<file path="src/logic/uart_tx_pkg.sv">
// constants, bus carrier and state types of the asynchronous transmitter
package uart_tx_pkg;
    // register bus shape
    localparam int ADDR_W = 3;
    localparam int DATA_W = 8;
    // register offsets
    localparam logic [2:0] OFF_CTRL     = 3'h0;
    localparam logic [2:0] OFF_TXBUF    = 3'h1;
    localparam logic [2:0] OFF_BAUD     = 3'h2;
    localparam logic [2:0] OFF_PORT     = 3'h3;
    localparam logic [2:0] OFF_IRQ_EN   = 3'h4;
    localparam logic [2:0] OFF_IRQ_STAT = 3'h5;
    localparam logic [2:0] OFF_IRQ_MASK = 3'h6;
    // transmit_control_status fields
    localparam int CTRL_NINE_SEL    = 6;
    localparam int CTRL_TX_EN       = 5;
    localparam int CTRL_SYNC        = 4;
    localparam int CTRL_HIGH_BAUD   = 2;
    localparam int CTRL_SHIFT_EMPTY = 1;
    localparam int CTRL_NINTH       = 0;
    // port control and interrupt enable fields
    localparam int PORT_SERIAL_PORT_ENABLE  = 7;
    localparam int IEN_GLOBAL = 7;
    localparam int IEN_PERIPH = 6;
    localparam int IEN_TX     = 4;
    // interrupt status fields, low bits are sticky events
    localparam int STAT_TXBF     = 4;
    localparam int EV_FRAME_DONE = 0;
    localparam int EV_LOADED     = 1;
    localparam int NUM_EV        = 2;
    // reset values
    localparam logic [7:0] RST_BAUD = 8'h00;
    localparam logic [1:0] RST_MASK = 2'h0;
    // baud timing: samples per bit for fast and slow rate
    localparam logic [6:0] PRESCALE_HIGH = 7'h10;
    localparam logic [6:0] PRESCALE_LOW  = 7'h40;
    // index of the last data bit for 8- and 9-bit characters
    localparam logic [3:0] BIT_LAST_8 = 4'h7;
    localparam logic [3:0] BIT_LAST_9 = 4'h8;

    typedef enum logic [1:0] {
        ST_IDLE,
        ST_START,
        ST_DATA,
        ST_STOP
    } tx_state_t;

    typedef struct packed {
        logic              rd;
        logic              wr;
        logic [ADDR_W-1:0] addr;
        logic [DATA_W-1:0] wdata;
    } bus_req_t;

    typedef struct packed {
        tx_state_t   st;
        logic [8:0]  shreg;
        logic [3:0]  bitcnt;
        logic        frame_nine;
        logic        frame_ninth;
        logic [8:0]  buf_data;
        logic        buf_full;
        logic        nine;
        logic        transmit_enable;
        logic        sync;
        logic        high_baud_select;
        logic        ninth_data_bit;
        logic        serial_port_enable;
        logic [7:0]  baud;
        logic        transmit_irq_enable;
        logic        global_irq_enable;
        logic        peripheral_irq_enable;
        logic [1:0]  ev;
        logic [1:0]  mask;
        logic [7:0]  rdata;
        logic        line;
    } tx_regs_t;

    typedef struct packed {
        logic [7:0] div_cnt;
        logic [6:0] pre_cnt;
    } baud_regs_t;
endpackage : uart_tx_pkg

</file>
<file path="src/logic/baud_tick_gen.sv">
// bit-period tick generator from divisor and rate select
module baud_tick_gen
    import uart_tx_pkg::*;
(
    input  wire logic       i_clk,
    input  wire logic       i_resetn,
    input  wire logic [7:0] i_divisor,
    input  wire logic       i_high_baud,
    input  wire logic       i_restart,
    output logic            o_tick
);
    baud_regs_t r_reg;
    baud_regs_t r_next;
    logic [6:0] last_pre;
    logic       div_wrap;

    // one sample lasts divisor+1 clocks, one bit a prescale of samples
    assign last_pre = 7'((i_high_baud ? PRESCALE_HIGH : PRESCALE_LOW) - 7'h01);
    assign div_wrap = (r_reg.div_cnt == i_divisor);
    assign o_tick   = div_wrap && (r_reg.pre_cnt == last_pre);

    // restart aligns the bit period to the first bit of a frame
    always_comb begin
        r_next = r_reg;
        if (i_restart) begin
            r_next.div_cnt = 8'h00;
            r_next.pre_cnt = 7'h00;
        end else if (div_wrap) begin
            r_next.div_cnt = 8'h00;
            r_next.pre_cnt = (r_reg.pre_cnt == last_pre) ? 7'h00 : 7'(r_reg.pre_cnt + 7'h01);
        end else begin
            r_next.div_cnt = 8'(r_reg.div_cnt + 8'h01);
        end
    end

    always_ff @(posedge i_clk or negedge i_resetn) begin
        if (!i_resetn) begin
            r_reg <= '0;
        end else begin
            r_reg <= r_next;
        end
    end
endmodule : baud_tick_gen

</file>
<file path="src/logic/async_uart_transmitter.sv">
// asynchronous serial transmitter with buffer, shift register and registers
//
// The strobed register port and the placing of the registers were left to the implementer.
module async_uart_transmitter
    import uart_tx_pkg::*;
(
    input  wire logic              i_clk,
    input  wire logic              i_resetn,
    input  wire logic [ADDR_W-1:0] i_addr,
    input  wire logic [DATA_W-1:0] i_wdata,
    input  wire logic              i_wr,
    input  wire logic              i_rd,
    output logic      [DATA_W-1:0] o_rdata,
    output logic                   o_tx_line,
    output logic                   o_tx_oe,
    output logic                   o_shift_empty,
    output logic                   o_tx_buffer_flag,
    output logic                   o_irq
);
    tx_regs_t   r_reg;
    tx_regs_t   r_next;
    bus_req_t   req;
    logic       tick;
    logic       restart;
    logic       active;
    logic       load;
    logic       txbf;
    logic       tx_irq;
    logic [3:0] last_bit;

    assign req = '{rd: i_rd, wr: i_wr, addr: i_addr, wdata: i_wdata};

    baud_tick_gen u_baud (
        .i_clk       (i_clk),
        .i_resetn    (i_resetn),
        .i_divisor   (r_reg.baud),
        .i_high_baud (r_reg.high_baud_select),
        .i_restart   (restart),
        .o_tick      (tick)
    );

    // asynchronous transmit configuration
    assign active = r_reg.serial_port_enable && r_reg.transmit_enable && !r_reg.sync;

    // buffer empties into the shift register when idle or at a stop bit's end
    assign load = active && r_reg.buf_full &&
                  ((r_reg.st == ST_IDLE) || ((r_reg.st == ST_STOP) && tick));

    assign last_bit = r_reg.frame_nine ? BIT_LAST_9 : BIT_LAST_8;

    // buffer flag: enabled and nothing waiting in the buffer
    assign txbf = r_reg.transmit_enable && !r_reg.buf_full;

    // buffer interrupt path needs all three enables; shift_empty stays out of it
    assign tx_irq = txbf && r_reg.transmit_irq_enable && r_reg.global_irq_enable && r_reg.peripheral_irq_enable;

    // outputs
    assign o_rdata          = r_reg.rdata;
    assign o_tx_line        = r_reg.line;
    assign o_tx_oe          = r_reg.serial_port_enable;
    assign o_shift_empty    = (r_reg.st == ST_IDLE);
    assign o_tx_buffer_flag = txbf;
    assign o_irq            = tx_irq || (|(r_reg.ev & r_reg.mask));

    // next state: events, shifter, bus writes, read data
    always_comb begin
        logic [7:0] rd_word;
        rd_word = 8'h00;
        r_next  = r_reg;
        restart = 1'b0;

        // clear sticky bits first so a same-cycle event still sets them
        if (req.wr && (req.addr == OFF_IRQ_STAT)) begin
            r_next.ev = r_reg.ev & ~req.wdata[NUM_EV-1:0];
        end

        // shifter sequence
        case (r_reg.st)
            ST_IDLE: begin
                r_next.line = 1'b1;
            end
            ST_START: begin
                if (tick) begin
                    r_next.st     = ST_DATA;
                    r_next.line   = r_reg.shreg[0];
                    r_next.bitcnt = 4'h0;
                end
            end
            ST_DATA: begin
                if (tick) begin
                    if (r_reg.bitcnt == last_bit) begin
                        r_next.st   = ST_STOP;
                        r_next.line = 1'b1;
                    end else begin
                        r_next.shreg  = r_reg.shreg >> 1;
                        r_next.line   = r_reg.shreg[1];
                        r_next.bitcnt = 4'(r_reg.bitcnt + 4'h1);
                    end
                end
            end
            ST_STOP: begin
                if (tick) begin
                    r_next.st                = ST_IDLE;
                    r_next.ev[EV_FRAME_DONE] = 1'b1;
                end
            end
            default: begin
                r_next.st   = ST_IDLE;
                r_next.line = 1'b1;
            end
        endcase

        // transfer: all nine bits at once, start bit follows at once
        if (load) begin
            r_next.st             = ST_START;
            r_next.line           = 1'b0;
            r_next.shreg          = r_reg.buf_data;
            r_next.frame_nine     = r_reg.nine;
            r_next.frame_ninth    = r_reg.buf_data[8];
            r_next.buf_full       = 1'b0;
            r_next.ev[EV_LOADED]  = 1'b1;
            restart               = 1'b1;
        end

        // leaving asynchronous transmit drops the frame; disabling flushes
        if (!active && (r_reg.st != ST_IDLE)) begin
            r_next.st   = ST_IDLE;
            r_next.line = 1'b1;
        end
        if (!r_reg.transmit_enable || !r_reg.serial_port_enable) begin
            r_next.buf_full = 1'b0;
        end

        // register writes; the shift-empty bit has no write path
        if (req.wr) begin
            case (req.addr)
                OFF_CTRL: begin
                    r_next.nine = req.wdata[CTRL_NINE_SEL];
                    r_next.transmit_enable = req.wdata[CTRL_TX_EN];
                    r_next.sync = req.wdata[CTRL_SYNC];
                    r_next.high_baud_select = req.wdata[CTRL_HIGH_BAUD];
                    r_next.ninth_data_bit = req.wdata[CTRL_NINTH];
                end
                OFF_TXBUF: begin
                    // ninth bit taken as it stands now, so it must be set first
                    r_next.buf_data = {r_reg.ninth_data_bit, req.wdata};
                    r_next.buf_full = 1'b1;
                end
                OFF_BAUD: begin
                    r_next.baud = req.wdata;
                end
                OFF_PORT: begin
                    r_next.serial_port_enable = req.wdata[PORT_SERIAL_PORT_ENABLE];
                end
                OFF_IRQ_EN: begin
                    r_next.global_irq_enable  = req.wdata[IEN_GLOBAL];
                    r_next.peripheral_irq_enable = req.wdata[IEN_PERIPH];
                    r_next.transmit_irq_enable = req.wdata[IEN_TX];
                end
                OFF_IRQ_MASK: begin
                    r_next.mask = req.wdata[NUM_EV-1:0];
                end
                default: begin
                    r_next.mask = r_reg.mask;
                end
            endcase
        end

        // read data stand in the cycle after the strobe only
        if (req.rd) begin
            case (req.addr)
                OFF_CTRL: begin
                    rd_word[CTRL_NINE_SEL]    = r_reg.nine;
                    rd_word[CTRL_TX_EN]       = r_reg.transmit_enable;
                    rd_word[CTRL_SYNC]        = r_reg.sync;
                    rd_word[CTRL_HIGH_BAUD]   = r_reg.high_baud_select;
                    rd_word[CTRL_SHIFT_EMPTY] = (r_reg.st == ST_IDLE);
                    rd_word[CTRL_NINTH]       = r_reg.ninth_data_bit;
                end
                OFF_TXBUF: begin
                    rd_word = r_reg.buf_data[7:0];
                end
                OFF_BAUD: begin
                    rd_word = r_reg.baud;
                end
                OFF_PORT: begin
                    rd_word[PORT_SERIAL_PORT_ENABLE] = r_reg.serial_port_enable;
                end
                OFF_IRQ_EN: begin
                    rd_word[IEN_GLOBAL] = r_reg.global_irq_enable;
                    rd_word[IEN_PERIPH] = r_reg.peripheral_irq_enable;
                    rd_word[IEN_TX]     = r_reg.transmit_irq_enable;
                end
                OFF_IRQ_STAT: begin
                    rd_word[STAT_TXBF]    = txbf;
                    rd_word[NUM_EV-1:0]   = r_reg.ev;
                end
                OFF_IRQ_MASK: begin
                    rd_word[NUM_EV-1:0] = r_reg.mask;
                end
                default: begin
                    rd_word = 8'h00;
                end
            endcase
        end
        r_next.rdata = rd_word;
    end

    // single state register
    always_ff @(posedge i_clk or negedge i_resetn) begin
        if (!i_resetn) begin
            r_reg          <= '0;
            r_reg.st       <= ST_IDLE;
            r_reg.line     <= 1'b1;
            r_reg.baud     <= RST_BAUD;
            r_reg.mask     <= RST_MASK;
        end else begin
            r_reg <= r_next;
        end
    end
endmodule : async_uart_transmitter

</file>
<file path="config.mk">
export PLATFORM = sky130hd
export DESIGN_NAME = async_uart_transmitter
export DESIGN_NICKNAME = d
export VERILOG_FILES = /design/src/logic/uart_tx_pkg.sv /design/src/logic/baud_tick_gen.sv /design/src/logic/async_uart_transmitter.sv
export SDC_FILE = /design/constraint.sdc
export NUM_CORES = 1
export LEC_CHECK = 0
export ABC_AREA = 1
export ABC_CLOCK_PERIOD_IN_PS = 2300
export BUFFER_PORTS_ARGS = -buffer_cell sky130_fd_sc_hd__buf_2
export CORE_MARGIN = 2
export CORE_UTILIZATION = 49
export CTS_BUF_LIST = sky130_fd_sc_hd__clkbuf_16
export DETAILED_ROUTE_END_ITERATION = 10
export GPL_ROUTABILITY_DRIVEN = 0
export PLACE_DENSITY = 0.74
export SYNTH_ARGS = -nofsm -noshare
export SYNTH_HDL_FRONTEND = slang
export SYNTH_HIERARCHICAL = 1
export SYNTH_SLANG_ARGS = --single-unit
</file>
<file path="constraint.sdc">
create_clock -name i_clk -period 2.3 [get_ports i_clk]
set_input_delay 0.115 -clock i_clk [delete_from_list [all_inputs] [get_ports i_clk]]
set_output_delay 0.115 -clock i_clk [all_outputs]
set_load 0.05 [all_outputs]
</file>
### Word level (Yosys, flattened, before mapping)

Index checks and enable logic that the tools add are counted.

* equality and inequality tests: 20
* add/sub/neg operators: 4
* bitwise logic cells: 3
* reduce and logical (&&, ||, !) cells: 41
* muxes and demuxes: 44

Operators with widths (number)
* 15-bit 2-to-1 mux: 2
* 8-bit 2-to-1 mux: 3
* 7-bit 2-to-1 mux: 3
* 18-bit 2-to-1 mux: 1
* 1-bit 2-to-1 mux: 13
* 13-bit 2-to-1 mux: 1
* 1-bit logical AND: 12
* 4-bit != test, second input constant: 3
* 2-bit AND reduction: 6
* 2-bit nonzero test: 6
* 11-bit 2-to-1 mux: 1
* 2-bit 2-to-1 mux: 5
* 2-bit case mux with 5 select lines: 1
* 5-bit nonzero test: 2
* 3-bit == test, second input constant: 3
* 9-bit 2-to-1 mux: 1
* 1-bit case mux with 3 select lines: 3
* 8-bit by 1-bit adder with 8-bit output, second input constant: 1
* 8-bit == test: 1
* 4-bit 2-to-1 mux: 2
* 2-bit != test, second input constant: 4
* 1-bit case mux with 4 select lines: 2
* 4-bit case mux with 2 select lines: 1
* 7-bit by 1-bit adder with 7-bit output, second input constant: 1
* 24 further kinds: 34

* output and inout bits: 13
* register bits: 71
* word-level logic and storage cells: 135

### Logic depth before layout (Yosys ltp)

* depth in word-level cells: 11
* mapped depth: 17
* mapped depth without buffers: 17

### Modules after synthesis

The synthesis kept the hierarchy.

By module, submodules not included
* async_uart_transmitter: times used 1, area each 2937.8 um^2, cells each 371, seq. area each 1402.6 um^2
* baud_tick_gen: times used 1, area each 1132.3 um^2, cells each 170, seq. area each 375.4 um^2

### Worst setup path before layout

OpenSTA, ideal clock, no wires.

* kind: flip-flop to flip-flop
* from: register u_baud/r_reg[10] in the netlist's numbering
* to: register u_baud/r_reg[4] in the netlist's numbering
* setup time: 0.117 ns
* arrival: 2.058 ns
* data required time: 2.183 ns
* slack: 0.125 ns
* stages on the path, launching flop included: 15
* path buffers: 2
* cell sequence: dfrtp_1 buf_6 xnor2_1 nand2_2 nor2_4 nand2_4 nor2_1 nand2_1 nand2_1 nand2_1 nor2_2 inv_1 buf_2 nand3_1 nand2_1

* word-level cells in the longest chain between the ends: 7
* elaborated cells on any way between the ends: 8

RTL lines
* start, declared: RTL line baud_tick_gen.sv:12 `baud_regs_t r_reg;`
* start signal, assigned: RTL line baud_tick_gen.sv:40 `r_reg <= r_next;`
* 8-bit == test *: RTL line baud_tick_gen.sv:19 `assign div_wrap = (r_reg.div_cnt == i_divisor);`
* 1-bit logical AND *: RTL line baud_tick_gen.sv:20 `assign o_tick = div_wrap && (r_reg.pre_cnt == last_pre);`
* named net tick: RTL line async_uart_transmitter.sv:23 `logic tick;`
* 1-bit logical AND *: RTL line async_uart_transmitter.sv:47 `((r_reg.st == ST_IDLE) || ((r_reg.st == ST_STOP) && tick));`
* 1-bit logical OR *: RTL line async_uart_transmitter.sv:47
* 1-bit logical AND *: RTL line async_uart_transmitter.sv:46 `assign load = active && r_reg.buf_full &&`
* named net load: RTL line async_uart_transmitter.sv:26 `logic load;`
* 1-bit 2-to-1 mux *: RTL line async_uart_transmitter.sv:114 `if (load) begin`
* 15-bit 2-to-1 mux / 2-bit nonzero test (equally long branches)

The timed path passes the listed nets; every way through them passes the cells marked *.
A chain may end at the register's enable or synchronous reset.

==> metrics.md <==
| Metric | Value |
|---|---|
| IO Count | `28` |
| Syn Std Cell Area | `4070 µm²` |
| Yosys Warn Count | `6` |
| DR vias/cell | `5.29` |
| Req. time, crit path | `2.52 ns` |
| Pleak | `2.47 nW` |
| Top cells by area, synth | `dfrtp_1, nand2_1, inv_1` |
| Clk slew on worst S/H paths | `0.06 ns` |
| Setup-failing EPs final | `0` |
| Worst-skew pair later-pin latency | `0.33 ns` |
| DPL Wire Length | `7.04 mm` |
| Clock tree buffer depth | `2` |
| Synth area leader | `dfrtp_1` |
| Via count | `3610` |
| Max capacitance violation total | `0` |
| Crit path max fanout | `11` |
| Critical path's slowest cell | `dfrtp_1` |
| Cell Pwr Density | `1030 nW/µm²` |
| Worst rel slew slack | `0.621` |
| Max Clock Freq | `443 MHz` |
| Initial Utilization | `0.500` |
| Setup WS pre-CTS | `-0.0450 ns` |
| Worst slew pin tran | `0.569 ns` |
| Sequential cell area | `1780 µm²` |
| Total Wirelength | `9.91 mm` |
| Post-route ant nets | `0` |
| CP cell instances | `ha_2 > nand3_2 > nor2_1 > nand3_1 > nor2_4 > nand2_1 > nand2_1 > nand2_1 > nor2_4 > clkinvlp_4 > buf_12 > nand2_8 > nor2_2` |
| Final Skew | `0.00822 ns` |
| Placed Cells incl. Taps | `664` |
| Number of clock sinks | `71` |
| Number of DRC markers in iteration 0 | `280` |
| Total track usage | `0.239` |
| Slew Viols, Final | `0` |
| Vias in the first global route | `3577` |
| Post-synth cell types | `35` |
| DRC Markers | `0` |
| TritonCTS clock tree | `built` |
| Drt first pass iters | `5` |
| Sw Pwr | `0.00177 W` |
| Filler cells | `738` |
| H-tree level count | `3` |
| VDD IR max | `576 µV` |
| Flop pwr share | `0.360` |
| Clock Power Share | `0.325` |
| Ratio of cells with drive above 1 in the final layout | `0.151` |
| Pin count of the biggest net entering global routing | `50` |
| Switching Fraction | `0.366` |
| Total core area | `8130 µm²` |
| Post-Synthesis Cells | `541` |
| Post-synthesis area per instance | `7.52 µm²` |
| Status | `completed` |
| CP Capture Type | `flop` |
| Flops & latches, synth | `71` |
| Net Count, Synth | `568` |
| Initial antenna violation count | `0` |
| Logic pwr share | `0.315` |
| Max incr delay on CP | `0.38 ns` |
| Max reg flops | `46` |
| Final-report hold violation count | `0` |
| Layout area overhead | `15.2%` |
| Final WS setup | `0.0404 ns` |
| Non-filler instance count after layout | `683` |
| WS Path Type | `flop to flop` |
| Hold Slack | `0.0467 ns` |
| Crit share post-route | `0.982` |
| Internal | `0.00306 W` |
| Num rows | `33` |
| Worst hold path type | `input port to flop` |
| Multi-input gate area | `1910 µm²` |
| First-pass GRT wire length | `16.7 mm` |
| Die width | `95.1 µm` |
| Num CTS Buffers | `9` |
| Fin nets | `600` |
| Final core occ | `0.576` |
| Register area share after synthesis | `0.437` |
| Synth top area share | `0.430` |
| Root Driver | `clkbuf_16` |
| Min Tclk post-route | `2.26 ns` |
| Total gr overflow | `0` |
| Die height | `95.1 µm` |
| Arrival @ worst endpoint | `2.47 ns` |
| Die ar. | `9050 µm²` |
| I/O Buffers | `27` |
| DR WL/cell | `14.5 µm` |
| Most common cell on crit path | `nand2_1` |
| Antenna diode instance count | `0` |
| Worst Setup Start Kind | `flop` |
==> layout by cell type (no fill, tap or decap), types with 2 or more instances in the layout <==
cell type / instances
o22ai_1: 4
nor2_4: 4
clkbuf_16: 9
o21ai_0: 48
inv_1: 70
bufinv_16: 3
nand2_1: 179
xor2_1: 7
nand2_4: 2
o2111ai_1: 2
a41oi_1: 2
buf_12: 2
ha_1: 11
nand2_2: 5
nor2_1: 33
nand3_2: 3
a211oi_1: 2
nor2_2: 10
nand3_1: 40
xnor2_1: 3
clkinv_1: 2
buf_2: 27
dfrtp_1: 70
nand4_1: 5
inv_2: 5
a21oi_1: 4
buf_4: 8
o221ai_1: 2
nor3_1: 2
==> layout make-up <==
| cell class | count | area share |
|---|---|---|
| multi-input cells | 377 | 0.407 |
| flip-flops and latches | 71 | 0.379 |
| inverters | 76 | 0.0617 |
| repair buffers | 38 | 0.0523 |
| clock buffers | 9 | 0.0481 |
| well taps | 105 | 0.0280 |
| clock inverters | 7 | 0.0238 |
==> cells in the mapped netlist (all sizes together) <==
cell	n
a41oi	2
a21oi	4
a22oi	1
o22ai	4
nand3b	1
dfstp	1
xnor2	3
or2	1
ha	12
nor2	47
o2111ai	2
nor3	2
dfrtp	70
o211ai	1
inv	76
o221ai	2
nand2	187
a21boi	1
xor2	7
nand4	6
buf	17
a211oi	2
o21ai	49
nand3	43
==> per-layer routing <==
layer  track usage  wire (µm)  vias to the layer above
met1         0.302       4250                     1723
met4        0.0785        163                        0
met3        0.0672        567                       16
li1              -          -                     1760
met2         0.395       4930                      111
met5             0          0                        -
==> power groups by stage <==
stage / sequential (W) / clock, W / combinational [W]
3_5_place_dp: 0.00175 / 0 / 0.00150
3_3_place_gp: 0.00173 / 0 / 0.00144
5_1_grt: 0.00177 / 0.00167 / 0.00173
2_1_floorplan: 0.00172 / 0 / 0.00115
4_1_cts: 0.00173 / 0.00160 / 0.00151
6_report: 0.00174 / 0.00157 / 0.00152
==> final timing paths <==
path | from | endpoint | slack [ns] | depth (start not counted)
hold / removal | i_rd | o_rdata[5] | 0.05 | 3
setup reg to reg | u_baud/r_reg[0] | u_baud/r_reg[11] | 0.04 | 13
hold reg to reg | o_tx_line | o_tx_line | 0.47 | 2
setup / recovery | u_baud/r_reg[0] | u_baud/r_reg[11] | 0.04 | 13
min in group asynchronous | i_resetn | r_reg[47] | 0.31 | 2
max in group asynchronous | i_resetn | r_reg[34] | 1.33 | 3
==> stage by stage <==
stage | cell area (µm²) | power, W | setup TNS (ns)
2_1_floorplan | 4070 | 0.00287 | 0
3_3_place_gp | 4290 | 0.00318 | 0
3_5_place_dp | 4290 | 0.00325 | -0.0610
4_1_cts | 4670 | 0.00485 | 0
5_1_grt | 4690 | 0.00517 | -1.54
6_report | 4690 | 0.00484 | 0
==> worst max-delay path: cells and delay by family (launching register included) <==
| kind | cells | cell delay (ns) |
|---|---|---|
| adders and majority gates | 1 | 0.23 |
| and+or+nand+nor | 10 | 1.22 |
| buffers and inverters | 2 | 0.32 |
| DFF | 1 | 0.38 |
==> repair_timing <==
item / CTS / global route
setup buffers: 2 / 0
pin swaps: 0 / 1
resized for setup: 1 / 5
hold buffers: 1 / 0
gates cloned: 0 / 0
endpoints found under the hold margin: 21 / 0
setup endpoints to repair: 2 / 27
==> logic make-up after synthesis <==
kind of cell | after synthesis | share of synthesized area
xor gates and xnor gates | 10 | 0.0215
buffers and inverters | 93 | 0.0996
AOI/OAI and AO/OA | 68 | 0.0962
DFF | 71 | 0.437
and+or+nand+nor | 287 | 0.309
adders and majority gates | 12 | 0.0369
Power figures use the tool's default switching activity.
